--- src/verilog/seep_map.svh ---
/*
 * constants of the serial eeprom slave: sizes, field positions, timing.
 * assumes inclusion by its bare name from the package and the design files.
 */
`ifndef SEEP_MAP_SVH
`define SEEP_MAP_SVH

// ----------------------------------------------------------------
// memory and address fields
// ----------------------------------------------------------------
`define SEEP_ADDR_W      7
`define SEEP_MEM_DEPTH   128
`define SEEP_DATA_W      8
`define SEEP_RW_POS      0
`define SEEP_SEL_HI      3
`define SEEP_SEL_LO      1
`define SEEP_TYPE_HI     7
`define SEEP_TYPE_LO     4
`define SEEP_ACK_CNT     4'h8

// ----------------------------------------------------------------
// timing and buffering
// ----------------------------------------------------------------
`define SEEP_T_WR_MS     5
`define SEEP_CLK_MHZ     250
`define SEEP_FIFO_DEPTH  8

`endif

--- src/verilog/seep_pkg.sv ---
/*
 * types of the serial eeprom slave: state enumeration, write carrier.
 * assumes seep_map.svh is on the include path.
 */
`include "seep_map.svh"

package seep_pkg;

    typedef enum logic [3:0] {
        ST_IDLE  = 4'h0,
        ST_ADDR  = 4'h1,
        ST_AACK  = 4'h2,
        ST_WORD  = 4'h3,
        ST_WACK  = 4'h4,
        ST_WDATA = 4'h5,
        ST_DACK  = 4'h6,
        ST_RDATA = 4'h7,
        ST_RACK  = 4'h8
    } seep_state_t;

    typedef struct packed {
        logic [`SEEP_ADDR_W-1:0] addr;
        logic [`SEEP_DATA_W-1:0] data;
    } seep_wr_t;

endpackage

--- src/verilog/seep_fifo.sv ---
/*
 * small synchronous fifo with valid and ready on both sides.
 * assumes one clock and an active high asynchronous reset.
 */
`include "seep_map.svh"
module seep_fifo #(
    parameter int unsigned WIDTH = 15,
    parameter int unsigned DEPTH = `SEEP_FIFO_DEPTH
) (
    input  wire logic             clk_sys,
    input  wire logic             rst,
    input  wire logic             in_valid,
    output logic                  in_ready,
    input  wire logic [WIDTH-1:0] in_data,
    output logic                  out_valid,
    input  wire logic             out_ready,
    output logic      [WIDTH-1:0] out_data
);
    localparam int unsigned PW = (DEPTH > 1) ? $clog2(DEPTH) : 1;
    localparam int unsigned CW = $clog2(DEPTH + 1);

    logic [WIDTH-1:0] store [DEPTH];
    logic [PW-1:0]    wr_ptr;
    logic [PW-1:0]    rd_ptr;
    logic [CW-1:0]    count;
    logic             do_push;
    logic             do_pop;

    assign in_ready  = (count != CW'(DEPTH));
    assign out_valid = (count != '0);
    assign do_push   = in_valid && in_ready;
    assign do_pop    = out_valid && out_ready;
    assign out_data  = store[rd_ptr];

    function automatic logic [PW-1:0] f_next(input logic [PW-1:0] p);
        f_next = (p == PW'(DEPTH - 1)) ? '0 : PW'(p + 1'b1);
    endfunction

    // ----------------------------------------------------------------
    // pointers and fill count
    // ----------------------------------------------------------------
    always_ff @(posedge clk_sys or posedge rst) begin
        if (rst) begin
            wr_ptr <= '0;
            rd_ptr <= '0;
            count  <= '0;
        end else begin
            if (do_push) begin
                wr_ptr <= f_next(wr_ptr);
            end
            if (do_pop) begin
                rd_ptr <= f_next(rd_ptr);
            end
            if (do_push && !do_pop) begin
                count <= CW'(count + 1'b1);
            end else if (do_pop && !do_push) begin
                count <= CW'(count - 1'b1);
            end
        end
    end

    always_ff @(posedge clk_sys) begin
        if (do_push) begin
            store[wr_ptr] <= in_data;
        end
    end
endmodule

--- src/verilog/seep_slave.sv ---
/*
 * two-wire slave of a 128 byte serial eeprom: reads, writes, ack polling.
 * assumes scl and sda sampled synchronously; pad resolves sda from sda_oe.
 */
// Functional notes
// [RULE1] stop after write starts timed write cycle
// [RULE2] master polls with write-direction address
// [RULE3] no address ack while write cycle runs
// [RULE4] direction bit one selects a read
// [RULE5] master ends read with nack and stop
// [RULE6] counter holds last location plus one; after a write the code wraps only the low two bits, within a 4-byte page
// [RULE7] current read acks then sends counter byte
// [RULE8] master sends dummy write then repeated start
// [RULE9] word address loads counter for random read
// [RULE10] master ack continues with next byte
// [RULE11] read counter increments all bits, wraps
// [RULE12] nack then stop releases data, ends read
// [RULE13] match type code and three select pins
// [RULE14] word address top bit ignored
// [RULE15] ninth clock is the acknowledge slot
// [RULE16] write inhibit high refuses memory writes
// [RULE17] stop or mismatch returns to idle
`include "seep_map.svh"
module seep_slave #(
    parameter logic [3:0]  DEV_TYPE  = 4'h5, // arbitrary device-type code
    parameter int unsigned WR_CYCLES = `SEEP_T_WR_MS * 1000 * `SEEP_CLK_MHZ
) (
    input  wire logic clk_sys,
    input  wire logic rst,
    input  wire logic scl_i,
    input  wire logic sda_i,
    output logic      sda_o,
    output logic      sda_oe,
    input  wire logic addr_select_bit0,
    input  wire logic addr_select_bit1,
    input  wire logic addr_select_bit2,
    input  wire logic write_inhibit_input,
    output logic      write_busy
);
    localparam int unsigned TW = $clog2(WR_CYCLES + 1);
    localparam int unsigned AW = `SEEP_ADDR_W;

    seep_pkg::seep_state_t st;
    seep_pkg::seep_wr_t    wr_in;
    seep_pkg::seep_wr_t    wr_out;
    logic [7:0]    mem [`SEEP_MEM_DEPTH];
    logic [3:0]    bit_cnt;
    logic [7:0]    shift, rd_byte;
    logic [AW-1:0] ctr;
    logic [TW-1:0] timer;
    logic          scl_q, sda_q, scl_rise, scl_fall, start_det, stop_det, byte_end;
    logic          mack, wr_pend, busy, addr_ack, data_ack, load_rd, push;
    logic          fifo_in_ready, fifo_out_valid;

    function automatic logic f_addr_match(input logic [7:0] a, input logic [2:0] sel,
                                          input logic [3:0] dtype);
        f_addr_match = (a[`SEEP_TYPE_HI:`SEEP_TYPE_LO] == dtype)
                    && (a[`SEEP_SEL_HI:`SEEP_SEL_LO] == sel);
    endfunction

    // ----------------------------------------------------------------
    // bus conditions
    // ----------------------------------------------------------------
    always_ff @(posedge clk_sys or posedge rst) begin
        if (rst) begin
            scl_q <= 1'b1;
            sda_q <= 1'b1;
        end else begin
            scl_q <= scl_i;
            sda_q <= sda_i;
        end
    end

    assign scl_rise  = scl_i && !scl_q;
    assign scl_fall  = !scl_i && scl_q;
    assign start_det = scl_i && scl_q && sda_q && !sda_i;
    assign stop_det  = scl_i && scl_q && !sda_q && sda_i;
    assign byte_end  = scl_fall && (bit_cnt == `SEEP_ACK_CNT);
    assign rd_byte   = mem[ctr];
    assign sda_o     = 1'b0;
    assign write_busy = busy;
    // [RULE3] busy hides address
    // [RULE13] address compare
    assign addr_ack = f_addr_match(shift, {addr_select_bit2, addr_select_bit1,
                                   addr_select_bit0}, DEV_TYPE) && !busy;
    // [RULE16] inhibit refuses data
    assign data_ack = fifo_in_ready && !write_inhibit_input;
    assign push     = (st == seep_pkg::ST_WDATA) && byte_end && data_ack;
    // [RULE4] read direction bit
    assign load_rd  = scl_fall && (((st == seep_pkg::ST_AACK) && shift[`SEEP_RW_POS])
                    || ((st == seep_pkg::ST_RACK) && mack));

    // ----------------------------------------------------------------
    // transfer state
    // ----------------------------------------------------------------
    always_ff @(posedge clk_sys or posedge rst) begin
        if (rst) begin
            st <= seep_pkg::ST_IDLE;
        end else if (start_det) begin
            st <= seep_pkg::ST_ADDR;
        // [RULE17] stop goes idle
        end else if (stop_det) begin
            st <= seep_pkg::ST_IDLE;
        end else if (scl_fall) begin
            case (st)
                seep_pkg::ST_ADDR: begin
                    // [RULE17] mismatch goes idle
                    if (byte_end) st <= addr_ack ? seep_pkg::ST_AACK : seep_pkg::ST_IDLE;
                end
                seep_pkg::ST_AACK: begin
                    st <= shift[`SEEP_RW_POS] ? seep_pkg::ST_RDATA : seep_pkg::ST_WORD;
                end
                seep_pkg::ST_WORD: if (byte_end) st <= seep_pkg::ST_WACK;
                seep_pkg::ST_WACK: st <= seep_pkg::ST_WDATA;
                seep_pkg::ST_WDATA: begin
                    if (byte_end) st <= data_ack ? seep_pkg::ST_DACK : seep_pkg::ST_IDLE;
                end
                seep_pkg::ST_DACK: st <= seep_pkg::ST_WDATA;
                seep_pkg::ST_RDATA: if (byte_end) st <= seep_pkg::ST_RACK;
                // [RULE10] ack continues read
                // [RULE12] nack ends read
                seep_pkg::ST_RACK: st <= mack ? seep_pkg::ST_RDATA : seep_pkg::ST_IDLE;
                default: st <= seep_pkg::ST_IDLE;
            endcase
        end
    end

    always_ff @(posedge clk_sys or posedge rst) begin
        if (rst) begin
            bit_cnt <= 4'h0;
        end else if (start_det || stop_det) begin
            bit_cnt <= 4'h0;
        end else if (scl_fall && ((bit_cnt == `SEEP_ACK_CNT) || (st == seep_pkg::ST_AACK)
                     || (st == seep_pkg::ST_WACK) || (st == seep_pkg::ST_DACK)
                     || (st == seep_pkg::ST_RACK))) begin
            bit_cnt <= 4'h0;
        end else if (scl_rise && bit_cnt != `SEEP_ACK_CNT && ((st == seep_pkg::ST_ADDR)
                     || (st == seep_pkg::ST_WORD) || (st == seep_pkg::ST_WDATA)
                     || (st == seep_pkg::ST_RDATA))) begin
            bit_cnt <= 4'(bit_cnt + 1'b1);
        end
    end

    // ----------------------------------------------------------------
    // shift register and master acknowledge
    // ----------------------------------------------------------------
    always_ff @(posedge clk_sys or posedge rst) begin
        if (rst) begin
            shift <= 8'h00;
        end else if (scl_rise && ((st == seep_pkg::ST_ADDR) || (st == seep_pkg::ST_WORD)
                     || (st == seep_pkg::ST_WDATA))) begin
            shift <= {shift[6:0], sda_i};
        // [RULE7] load counter byte
        end else if (load_rd) begin
            shift <= rd_byte;
        end else if (scl_fall && (st == seep_pkg::ST_RDATA) && !byte_end) begin
            shift <= {shift[6:0], 1'b0};
        end
    end
    always_ff @(posedge clk_sys or posedge rst) begin
        if (rst) begin
            mack <= 1'b0;
        end else if (scl_rise && (st == seep_pkg::ST_RACK)) begin
            mack <= !sda_i;
        end
    end

    // ----------------------------------------------------------------
    // data line drive
    // ----------------------------------------------------------------
    always_ff @(posedge clk_sys or posedge rst) begin
        if (rst) begin
            sda_oe <= 1'b0;
        end else if (start_det || stop_det) begin
            sda_oe <= 1'b0;
        end else if (scl_fall) begin
            case (st)
                // [RULE15] ack in ninth clock
                seep_pkg::ST_ADDR:  sda_oe <= byte_end && addr_ack;
                seep_pkg::ST_WORD:  sda_oe <= byte_end;
                seep_pkg::ST_WDATA: sda_oe <= byte_end && data_ack;
                seep_pkg::ST_AACK:  sda_oe <= shift[`SEEP_RW_POS] && !rd_byte[7];
                // [RULE15] release for master ack
                seep_pkg::ST_RDATA: sda_oe <= !byte_end && !shift[6];
                seep_pkg::ST_RACK:  sda_oe <= mack && !rd_byte[7];
                default:            sda_oe <= 1'b0;
            endcase
        end
    end

    // ----------------------------------------------------------------
    // address counter
    // ----------------------------------------------------------------
    always_ff @(posedge clk_sys or posedge rst) begin
        if (rst) begin
            ctr <= '0;
        // [RULE9] word address loads counter
        // [RULE14] top bit dropped
        end else if ((st == seep_pkg::ST_WORD) && byte_end) begin
            ctr <= shift[AW-1:0];
        // [RULE6] write advances counter
        end else if (push) begin
            ctr <= {ctr[AW-1:2], 2'(ctr[1:0] + 1'b1)};
        // [RULE11] full increment with wrap
        end else if (load_rd) begin
            ctr <= AW'(ctr + 1'b1);
        end
    end

    // ----------------------------------------------------------------
    // write buffer and timed write cycle
    // ----------------------------------------------------------------
    assign wr_in = '{addr: ctr, data: shift};
    seep_fifo #(
        .WIDTH ($bits(seep_pkg::seep_wr_t)),
        .DEPTH (`SEEP_FIFO_DEPTH)
    ) u_fifo (
        .clk_sys   (clk_sys),
        .rst       (rst),
        .in_valid  (push),
        .in_ready  (fifo_in_ready),
        .in_data   (wr_in),
        .out_valid (fifo_out_valid),
        .out_ready (busy),
        .out_data  (wr_out)
    );

    always_ff @(posedge clk_sys) begin
        if (busy && fifo_out_valid) begin
            mem[wr_out.addr] <= wr_out.data;
        end
    end
    always_ff @(posedge clk_sys or posedge rst) begin
        if (rst) begin
            wr_pend <= 1'b0;
        end else if (push) begin
            wr_pend <= 1'b1;
        end else if (stop_det) begin
            wr_pend <= 1'b0;
        end
    end
    // [RULE1] stop starts write cycle
    always_ff @(posedge clk_sys or posedge rst) begin
        if (rst) begin
            busy  <= 1'b0;
            timer <= '0;
        end else if (stop_det && wr_pend && !busy) begin
            busy  <= 1'b1;
            timer <= TW'(WR_CYCLES - 1);
        end else if (busy) begin
            if (timer == '0) busy <= 1'b0;
            else timer <= TW'(timer - 1'b1);
        end
    end
endmodule

--- config.mk ---
export PLATFORM = sky130hd
export DESIGN_NAME = seep_slave
export DESIGN_NICKNAME = d
export VERILOG_FILES = /design/src/verilog/seep_pkg.sv /design/src/verilog/seep_fifo.sv /design/src/verilog/seep_slave.sv
export VERILOG_INCLUDE_DIRS = /design/src /design/src/verilog
export SDC_FILE = /design/constraint.sdc
export NUM_CORES = 1
export LEC_CHECK = 0
export BUFFER_PORTS_ARGS = -buffer_cell sky130_fd_sc_hd__buf_4
export CAP_MARGIN = 20
export CORE_MARGIN = 2
export CORE_UTILIZATION = 40
export CTS_BUF_LIST = sky130_fd_sc_hd__clkbuf_4
export DETAILED_ROUTE_END_ITERATION = 16
export PLACE_DENSITY = 0.53
export SYNTH_ARGS = -nofsm -noshare
export SYNTH_HDL_FRONTEND = slang
export SYNTH_SLANG_ARGS = --single-unit
--- constraint.sdc ---
create_clock -name clk_sys -period 3.6 [get_ports clk_sys]
set_input_delay 0.54 -clock clk_sys [delete_from_list [all_inputs] [get_ports clk_sys]]
set_output_delay 0.54 -clock clk_sys [all_outputs]
set_load 0.03 [all_outputs]
==> Word-level counts from Yosys, hierarchy flattened <==
Memories as Yosys holds them, arrays and structs flattened.
Index checks and enable logic that the tools add are counted.
{ "word_totals": {"ramBits": 1144, "romBits": 0, "latchBits": 0, "out_inout_bits": 3, "word_cells": 156, "input_bits": 8, "reg_bits": 60, "memories": 2} }
{ "op_classes": {"reduce_logical": 70, "multipliers": 0, "n_eq_ne": 21, "bitwise_logic": 0, "n_addsub": 8, "div_mod_pow": 0, "order_cmp": 0, "n_mux": 40, "n_shift": 0} }
{ "memory_table": {"columns": ["memory", "depth", "width", "rd", "rd_ports_with_merged_regs", "write_ports", "line", "rtl"], "rows": [
  ["mem", 128, 8, 1, 0, 1, "seep_slave.sv:46", "logic [7:0] mem [`SEEP_MEM_DEPTH];"],
  ["u_fifo.store", 8, 15, 1, 0, 1, "seep_fifo.sv:22", "logic [WIDTH-1:0] store [DEPTH];"]
]} }
{ "op_table": {"columns": ["operator", "n"], "rows": [
  ["2-to-1 mux 21 bit", 3],
  ["2-to-1 mux 4 bit", 12],
  ["logical AND 1 bit", 35],
  ["case mux 4 bit (7 select lines)", 1],
  ["2-to-1 mux 8 bit", 3],
  ["!= test 4 bit, second input constant", 6],
  ["logical NOT 21 bit", 1],
  ["2-to-1 mux 7 bit", 3],
  ["subtractor 21 x 1 -> 21 bit, second input constant", 1],
  ["equality test 4 x 3 -> 1 bit, second input constant", 5],
  ["2-to-1 mux 3 bit", 5],
  ["nonzero test 3 bit", 4],
  ["logical NOT 1 bit", 11],
  ["2-to-1 mux 1 bit", 11],
  ["nonzero test 2 bit", 5],
  ["logical OR 1 bit", 9],
  ["adder 4 x 1 -> 4 bit, second input constant", 2],
  ["equality test 4 x 2 -> 1 bit, second input constant", 2],
  ["equality test 4 bit, second input constant", 2],
  ["adder 7 x 1 -> 7 bit, second input constant", 1],
  ["adder 3 x 1 -> 3 bit, second input constant", 2],
  ["equality test 3 bit, second input constant", 2],
  ["case mux 1 bit (6 select lines)", 1],
  ["AND reduction 5 bit", 1],
  ["other kinds (9)", 11]
]} }

==> Longest topological paths before layout <==
{ "depth": {"ltp_word": 10, "mapped_depth": 14, "ltp_nobuf": 14} }

==> Modules after synthesis <==
From an unflattened synthesis, not the netlist that was laid out.
{ "unflattened": {"hier_cells": 2466, "area_unflattened_um2": 48216.2} }
{ "by_module_without_submodules": {"columns": ["module", "seq_area_each_um2", "n_inst", "area_per_inst_um2", "cells_per_inst"], "rows": [
  ["seep_slave", 32003.2, 1, 42948.7, 2229],
  ["seep_fifo", 3853.7, 1, 5267.6, 237]
]} }

==> Worst setup path after synthesis <==
Ideal clock, no wire load.
{ "synth_timing": {"path_kind": "in2reg", "from": "input port scl_i", "to": "memory u_fifo.store[0][0], enable pin", "required_time_ns": 3.174, "setup_ns": 0.426, "arrival_time_ns": 2.675, "stages": 5, "path_buffers": 1, "setup_slack_ns": 0.500, "path_cell_list": "nand2b_1 -> nor2_1 -> nand2_1 -> clkbuf_1 -> nor4_1"} }
{ "synth_via": {"elab_chain_len": 8} }
{ "synth_lines": {"columns": ["element", "line", "rtl"], "rows": [
  ["start: declaration", "seep_slave.sv:30", "input wire logic scl_i,"],
  ["logical NOT 1 bit", "seep_slave.sv:75", "assign scl_fall = !scl_i && scl_q;"],
  ["logical AND 1 bit", "seep_slave.sv:75", null],
  ["logical AND 1 bit", "seep_slave.sv:78", "assign byte_end = scl_fall && (bit_cnt == `SEEP_ACK_CNT);"],
  ["logical AND 1 bit (2 in series)", "seep_slave.sv:88", "assign push = (st == seep_pkg::ST_WDATA) && byte_end && data_ack;"],
  ["logical AND 1 bit", "seep_fifo.sv:31", "assign do_push = in_valid && in_ready;"],
  ["2-to-1 mux 1 bit", "seep_fifo.sv:63", "if (do_push) begin"],
  ["2-to-1 mux 1 bit (not written as such)", "seep_fifo.sv:64", "store[wr_ptr] <= in_data;"],
  ["end: declaration", "seep_fifo.sv:22", null]
]} }
Every way passes these cells.

==> Worst setup path after layout <==
{ "layout_timing": {"from": "register ctr[0]", "to": "register shift[7]"} }
{ "layout_via": {"elab_chain_len": 3} }
{ "layout_lines": {"columns": ["element", "line", "rtl"], "rows": [
  ["start: declaration", "seep_slave.sv:49", "logic [AW-1:0] ctr;"],
  ["start signal: assignment", "seep_slave.sv:200", "ctr <= shift[AW-1:0];"],
  ["start signal: assignment", "seep_slave.sv:203", "ctr <= {ctr[AW-1:2], 2'(ctr[1:0] + 1'b1)};"],
  ["start signal: assignment", "seep_slave.sv:206", "ctr <= AW'(ctr + 1'b1);"],
  ["memory read (128 x 8 bit)", null, null],
  ["2-to-1 mux 8 bit", "seep_slave.sv:154", "end else if (load_rd) begin"],
  ["2-to-1 mux 8 bit", "seep_slave.sv:150", "end else if (scl_rise && ((st == seep_pkg::ST_ADDR) || (st == seep_pkg::ST_WORD)"],
  ["end signal: assignment", "seep_slave.sv:152", "shift <= {shift[6:0], sda_i};"],
  ["end signal: assignment", "seep_slave.sv:155", "shift <= rd_byte;"],
  ["end signal: assignment", "seep_slave.sv:157", "shift <= {shift[6:0], 1'b0};"],
  ["end: declaration", "seep_slave.sv:48", "logic [7:0] shift, rd_byte;"]
]} }
Every way passes these cells.
A chain may end at the register's enable or synchronous reset.

==> metrics.md <==
| Metric | Value |
|---|---|
| Final hold viol count | 0 |
| Design area | ~56000 um^2 |
| CTS Buf Count | about 330 |
| Post-synth cell types | 84 |
| Fmax | 0.292 GHz |
| Clock root buffer | clkbuf_4 |
| Xor-xnor portion of the synthesized cell area | 0.00491 |
| CP Cell Sequence | buf_12 -> mux4_2 -> a21oi_1 -> nand2_1 -> a22oi_2 -> nand4_1 -> a22o_1 |
| Post-DP Area | 52100 um^2 |
| Fin crit share | 0.953 |
| Compound-Gate Fraction of Synth Area | 0.0428 |
| Endpoints failing setup | 0 |
| Met2 GRT Util | 0.354 |
| Reg area | 35900 um^2 |
| Syn. warnings | 0 |
| Later-pin clock latency in the skew report | 1.19 ns |
| Peak per-stage delay on the critical path | 0.79 ns |
| Required @ worst endpoint | 4.63 ns |
| Slew at the pin closest to its max-slew limit | 1.12 ns |
| CTS sink cnt | 1204 |
| Width of the die | 351 um |
| Cell total after placement | 4419 |
| R2R depth | 7 |
| Rows | 127 |
| Routability congestion estimate from global placement | 0.900 |
| Mux cell area share after synthesis | 0.136 |
| Nature of the critical path endpoint | flop |
| Grt total ovfl | 0 |
| Post-synth EDFFs | 1144 |
| Largest net degree at the start of global routing | 129 |
| Ys flop type | edfxtp_1 |
| # port buffers | 9 |
| Adder-cell share of the synthesized area | 0.00328 |
| Area growth, synth to finish | 16.6% |
| Slowest cell on crit path | dfrtp_4 |
| Crit Path Max Fanout | 36 |
| Max VDD drop | 0.324 mV |
| Drt via density | 5.55 |
| IO Pins | 11 |
| Fill cells | slightly above 10000 |
| Post-CTS Setup Inserts | 0 |
| Clock transition at path regs | 0.06 ns |
| Cells after Synth | 2651 |
| Async set-reset flop share out of synthesis | 0.0498 |
| Synthesized cell area | 48100 um^2 |
| Fin Clk Skew | about 0.085 ns |
| Clk buf depth | 4 |
| Area of the multi-input gates | between 10000 and 15000 um^2 |
| Post-Synthesis Net Count | 2671 |
| Non-Filler Instances | between 4000 and 5000 |
| Largest family of logic cells by synthesized area | multiplexers |
| FF-to-FF Start | ctr[0] |
| Min-delay src | sda_i |
| Simple-Gate Fraction of Synth Area | 0.0510 |
| Via Count | 27652 |
| Max-cap violations | 0 |
| WL final | 136000 um |
| Initial antenna violation count | 6 |
| Grt met1 use | 0.301 |
| Wire length per cell | 27.3 um |
| Worst hold path cell count | 3 |
| First-pass GRT wire length | roughly 200000 um |
| Initial core utilization | 0.402 |
| Number of H-tree levels | 5 |
| FF-to-FF End | shift[7] |
| Startpoint types | flop |
| DRT iter0 DRCs | between 2000 and 3000 |
| Flip-flop and latch count after synthesis | 1204 |
| Relative slew slack | 0.249 |
| RSZ-0062 raised after global routing | false |
| Min Clock Period, post-route | 3.43 ns |
| Post-synthesis sequential area ratio | 0.745 |
| Met3 Use GR | 0.0528 |
| Final nets | roughly 3200 |
| Residual DRC | 0 |
| Status | finished, final reports clean |
| Slew Limit Fails | 0 |
| R2R setup slack | approximately 0.17 ns |
| First-pass DRT Iterations | 8 |
| Avg Inst Size Synth | 18.2 um^2 |
| P per Cell Area | 483 nW/um^2 |
| Total track usage | 0.223 |
| Core area | 120000 um^2 |
| Vias in the first global route | 28684 |
| Die area | 123000 um^2 |
| Layout cells sized above 1 | 0.308 |
| DRT antenna net count | 0 |
| CTS tree | built |
| Hold Path Class | in2reg |
| Critical path class | reg2reg |
| Worst EP arrival | 4.46 ns |
| Die Ht | 351 um |
| Setup total negative slack | 0 ns |
| GR peak layer | met2 |
| DP HPWL | about 86000 um |
| Hold path endpoint | mack |
| Leakage | 0.0201 uW |
## Yosys cell counts (all sizes together), types with 4 or more instances
cell,instances,area share
edfxtp,1144,0.71
nor2,209,0.016
mux4,194,0.091
mux2i,183,0.038
nand2,138,0.011
buf,76,0.0099
a21oi,75,0.0078
clkbuf,66,0.0054
o22ai,60,0.0078
dfrtp,58,0.030
nor3,40,0.0043
o21ai,40,0.0042
mux2,32,0.0076
nand3,30,0.0031
a2111oi,20,0.0038
nor4,18,0.0023
nand3b,17,0.0027
o221ai,17,0.0031
o31ai,16,0.0025
inv,15,0.0012
nand2b,15,0.0019
xor2,14,0.0025
xnor2,13,0.0024
a22oi,12,0.0019
nor2b,12,0.0016
ha,11,0.0029
a31oi,10,0.0013
nand4,9,0.0012
o211ai,9,0.0014
a211oi,8,0.0012
a221oi,8,0.0015
a21o,7,0.0011
or3,7,0.0010
or4b,7,0.0015
nor3b,5,0.00078
o2111ai,5,0.00091
o21a,4,0.00062
or4,4,0.00086
## kinds of logic (layout without fill, tap and decap cells)
logic type | after synthesis | count (layout)
simple gates | 528 | 528
fa+ha+maj | 12 | 12
flops | 1204 | 1204
buf+inv | 159 | 875
mux | 409 | 409
xor+xnor | 27 | 27
other cells | 1 | 2
compound gates | 311 | 311
## cell usage in the layout (no fill, tap or decap), types with 7 or more instances in the layout
master	n
dlygate4sd3_1	7
a31oi_1	10
clkinv_1	72
inv_1	14
buf_4	265
o221ai_1	17
o211ai_1	9
mux2_4	9
buf_12	30
a22oi_1	11
nand4_1	9
nand2_1	138
clkinv_2	10
o22ai_1	60
mux4_2	194
dfrtp_1	52
xor2_1	14
clkbuf_4	460
nand3_1	30
o21ai_0	35
o31ai_1	16
mux2_2	22
a2111oi_0	18
nor3_1	35
nor2_1	208
inv_2	7
xnor2_1	13
a211oi_1	8
a21oi_1	75
nor2b_1	12
mux2i_1	183
a221oi_1	8
nand2b_1	15
a21o_1	7
edfxtp_1	1144
nand3b_1	17
ha_1	11
nor4_1	17
## through the flow
stage                     hold slack (ns)  utilization  setup WS (ns)  total power (uW)
after floorplan                     0.446            -          0.500             15600
after global placement              0.463        0.435         -0.104             15700
final                               0.199        0.469          0.170             27100
after global routing               0.0803        0.469         0.0911             28200
after detailed placement            0.493        0.435         0.0937             15700
after CTS                          0.0439        0.469         0.0490             27500
## sequential cells by signal, indices dropped and copies added, names as in the netlist
| signal | count |
|---|---|
| mem | 1024 |
| shift | 8 |
| u_fifo.count | 4 |
| mack | 1 |
| st | 4 |
| sda_q | 1 |
| ctr | 7 |
| u_fifo.rd_ptr | 3 |
| sda_oe | 1 |
| write_busy | 1 |
| u_fifo.store | 120 |
| timer | 21 |
| scl_q | 1 |
| wr_pend | 1 |
| bit_cnt | 4 |
| u_fifo.wr_ptr | 3 |
## repair_timing
action / CTS / global route
hold buffers: 7 / 0
setup endpoints to repair: 0 / 2
hold endpoints to repair: 81 / 0
resized for setup: 0 / 1
## routing by layer
metal	wire (um)	vias to the layer above	share of wire
li1	-	11900	-
met2	65100	1201	0.48
met1	56900	14337	0.42
met3	10400	214	0.076
met5	0	-	0
met4	3440	0	0.025
## worst max-delay path by stage
stage | to | startpoint | slack, ns
after detailed placement | shift[6] | ctr[0] | 0.09
after global placement | shift[2] | ctr[0] | -0.10
after floorplan | u_fifo.store[0][0] | scl_i | 0.50
final | shift[7] | ctr[0] | 0.17
after CTS | shift[6] | ctr[0] | 0.05
after global routing | shift[7] | ctr[0] | 0.09
## where the power goes
part           leakage (uW)  switching, uW  internal, uW
Combinational       0.00617           92.5          52.2
Sequential           0.0115           76.7         15200
Clock               0.00236           5470          6220
Total                0.0201           5640         21500
## layout make-up
cell class / instances / share of cell area
Inverter: 17 / 0.00114
Tap cell: 1612 / 0.0359
Clock inverter: 92 / 0.00880
Multi-Input combinational cell: 1288 / 0.206
Timing Repair Buffer: 306 / 0.0478
Sequential cell: 1204 / 0.639
Clock buffer: 460 / 0.0615
Antenna cell: 1 / 0.0000446
## critical path, delay by kind of cell, from the launching register on
family | cells | cell delay (ns)
simple gates | 2 | 0.67
buf+inv | 1 | 0.33
flops | 1 | 0.79
compound gates | 3 | 0.93
mux | 1 | 0.54
No activity file was read; power rests on OpenSTA's default activity.
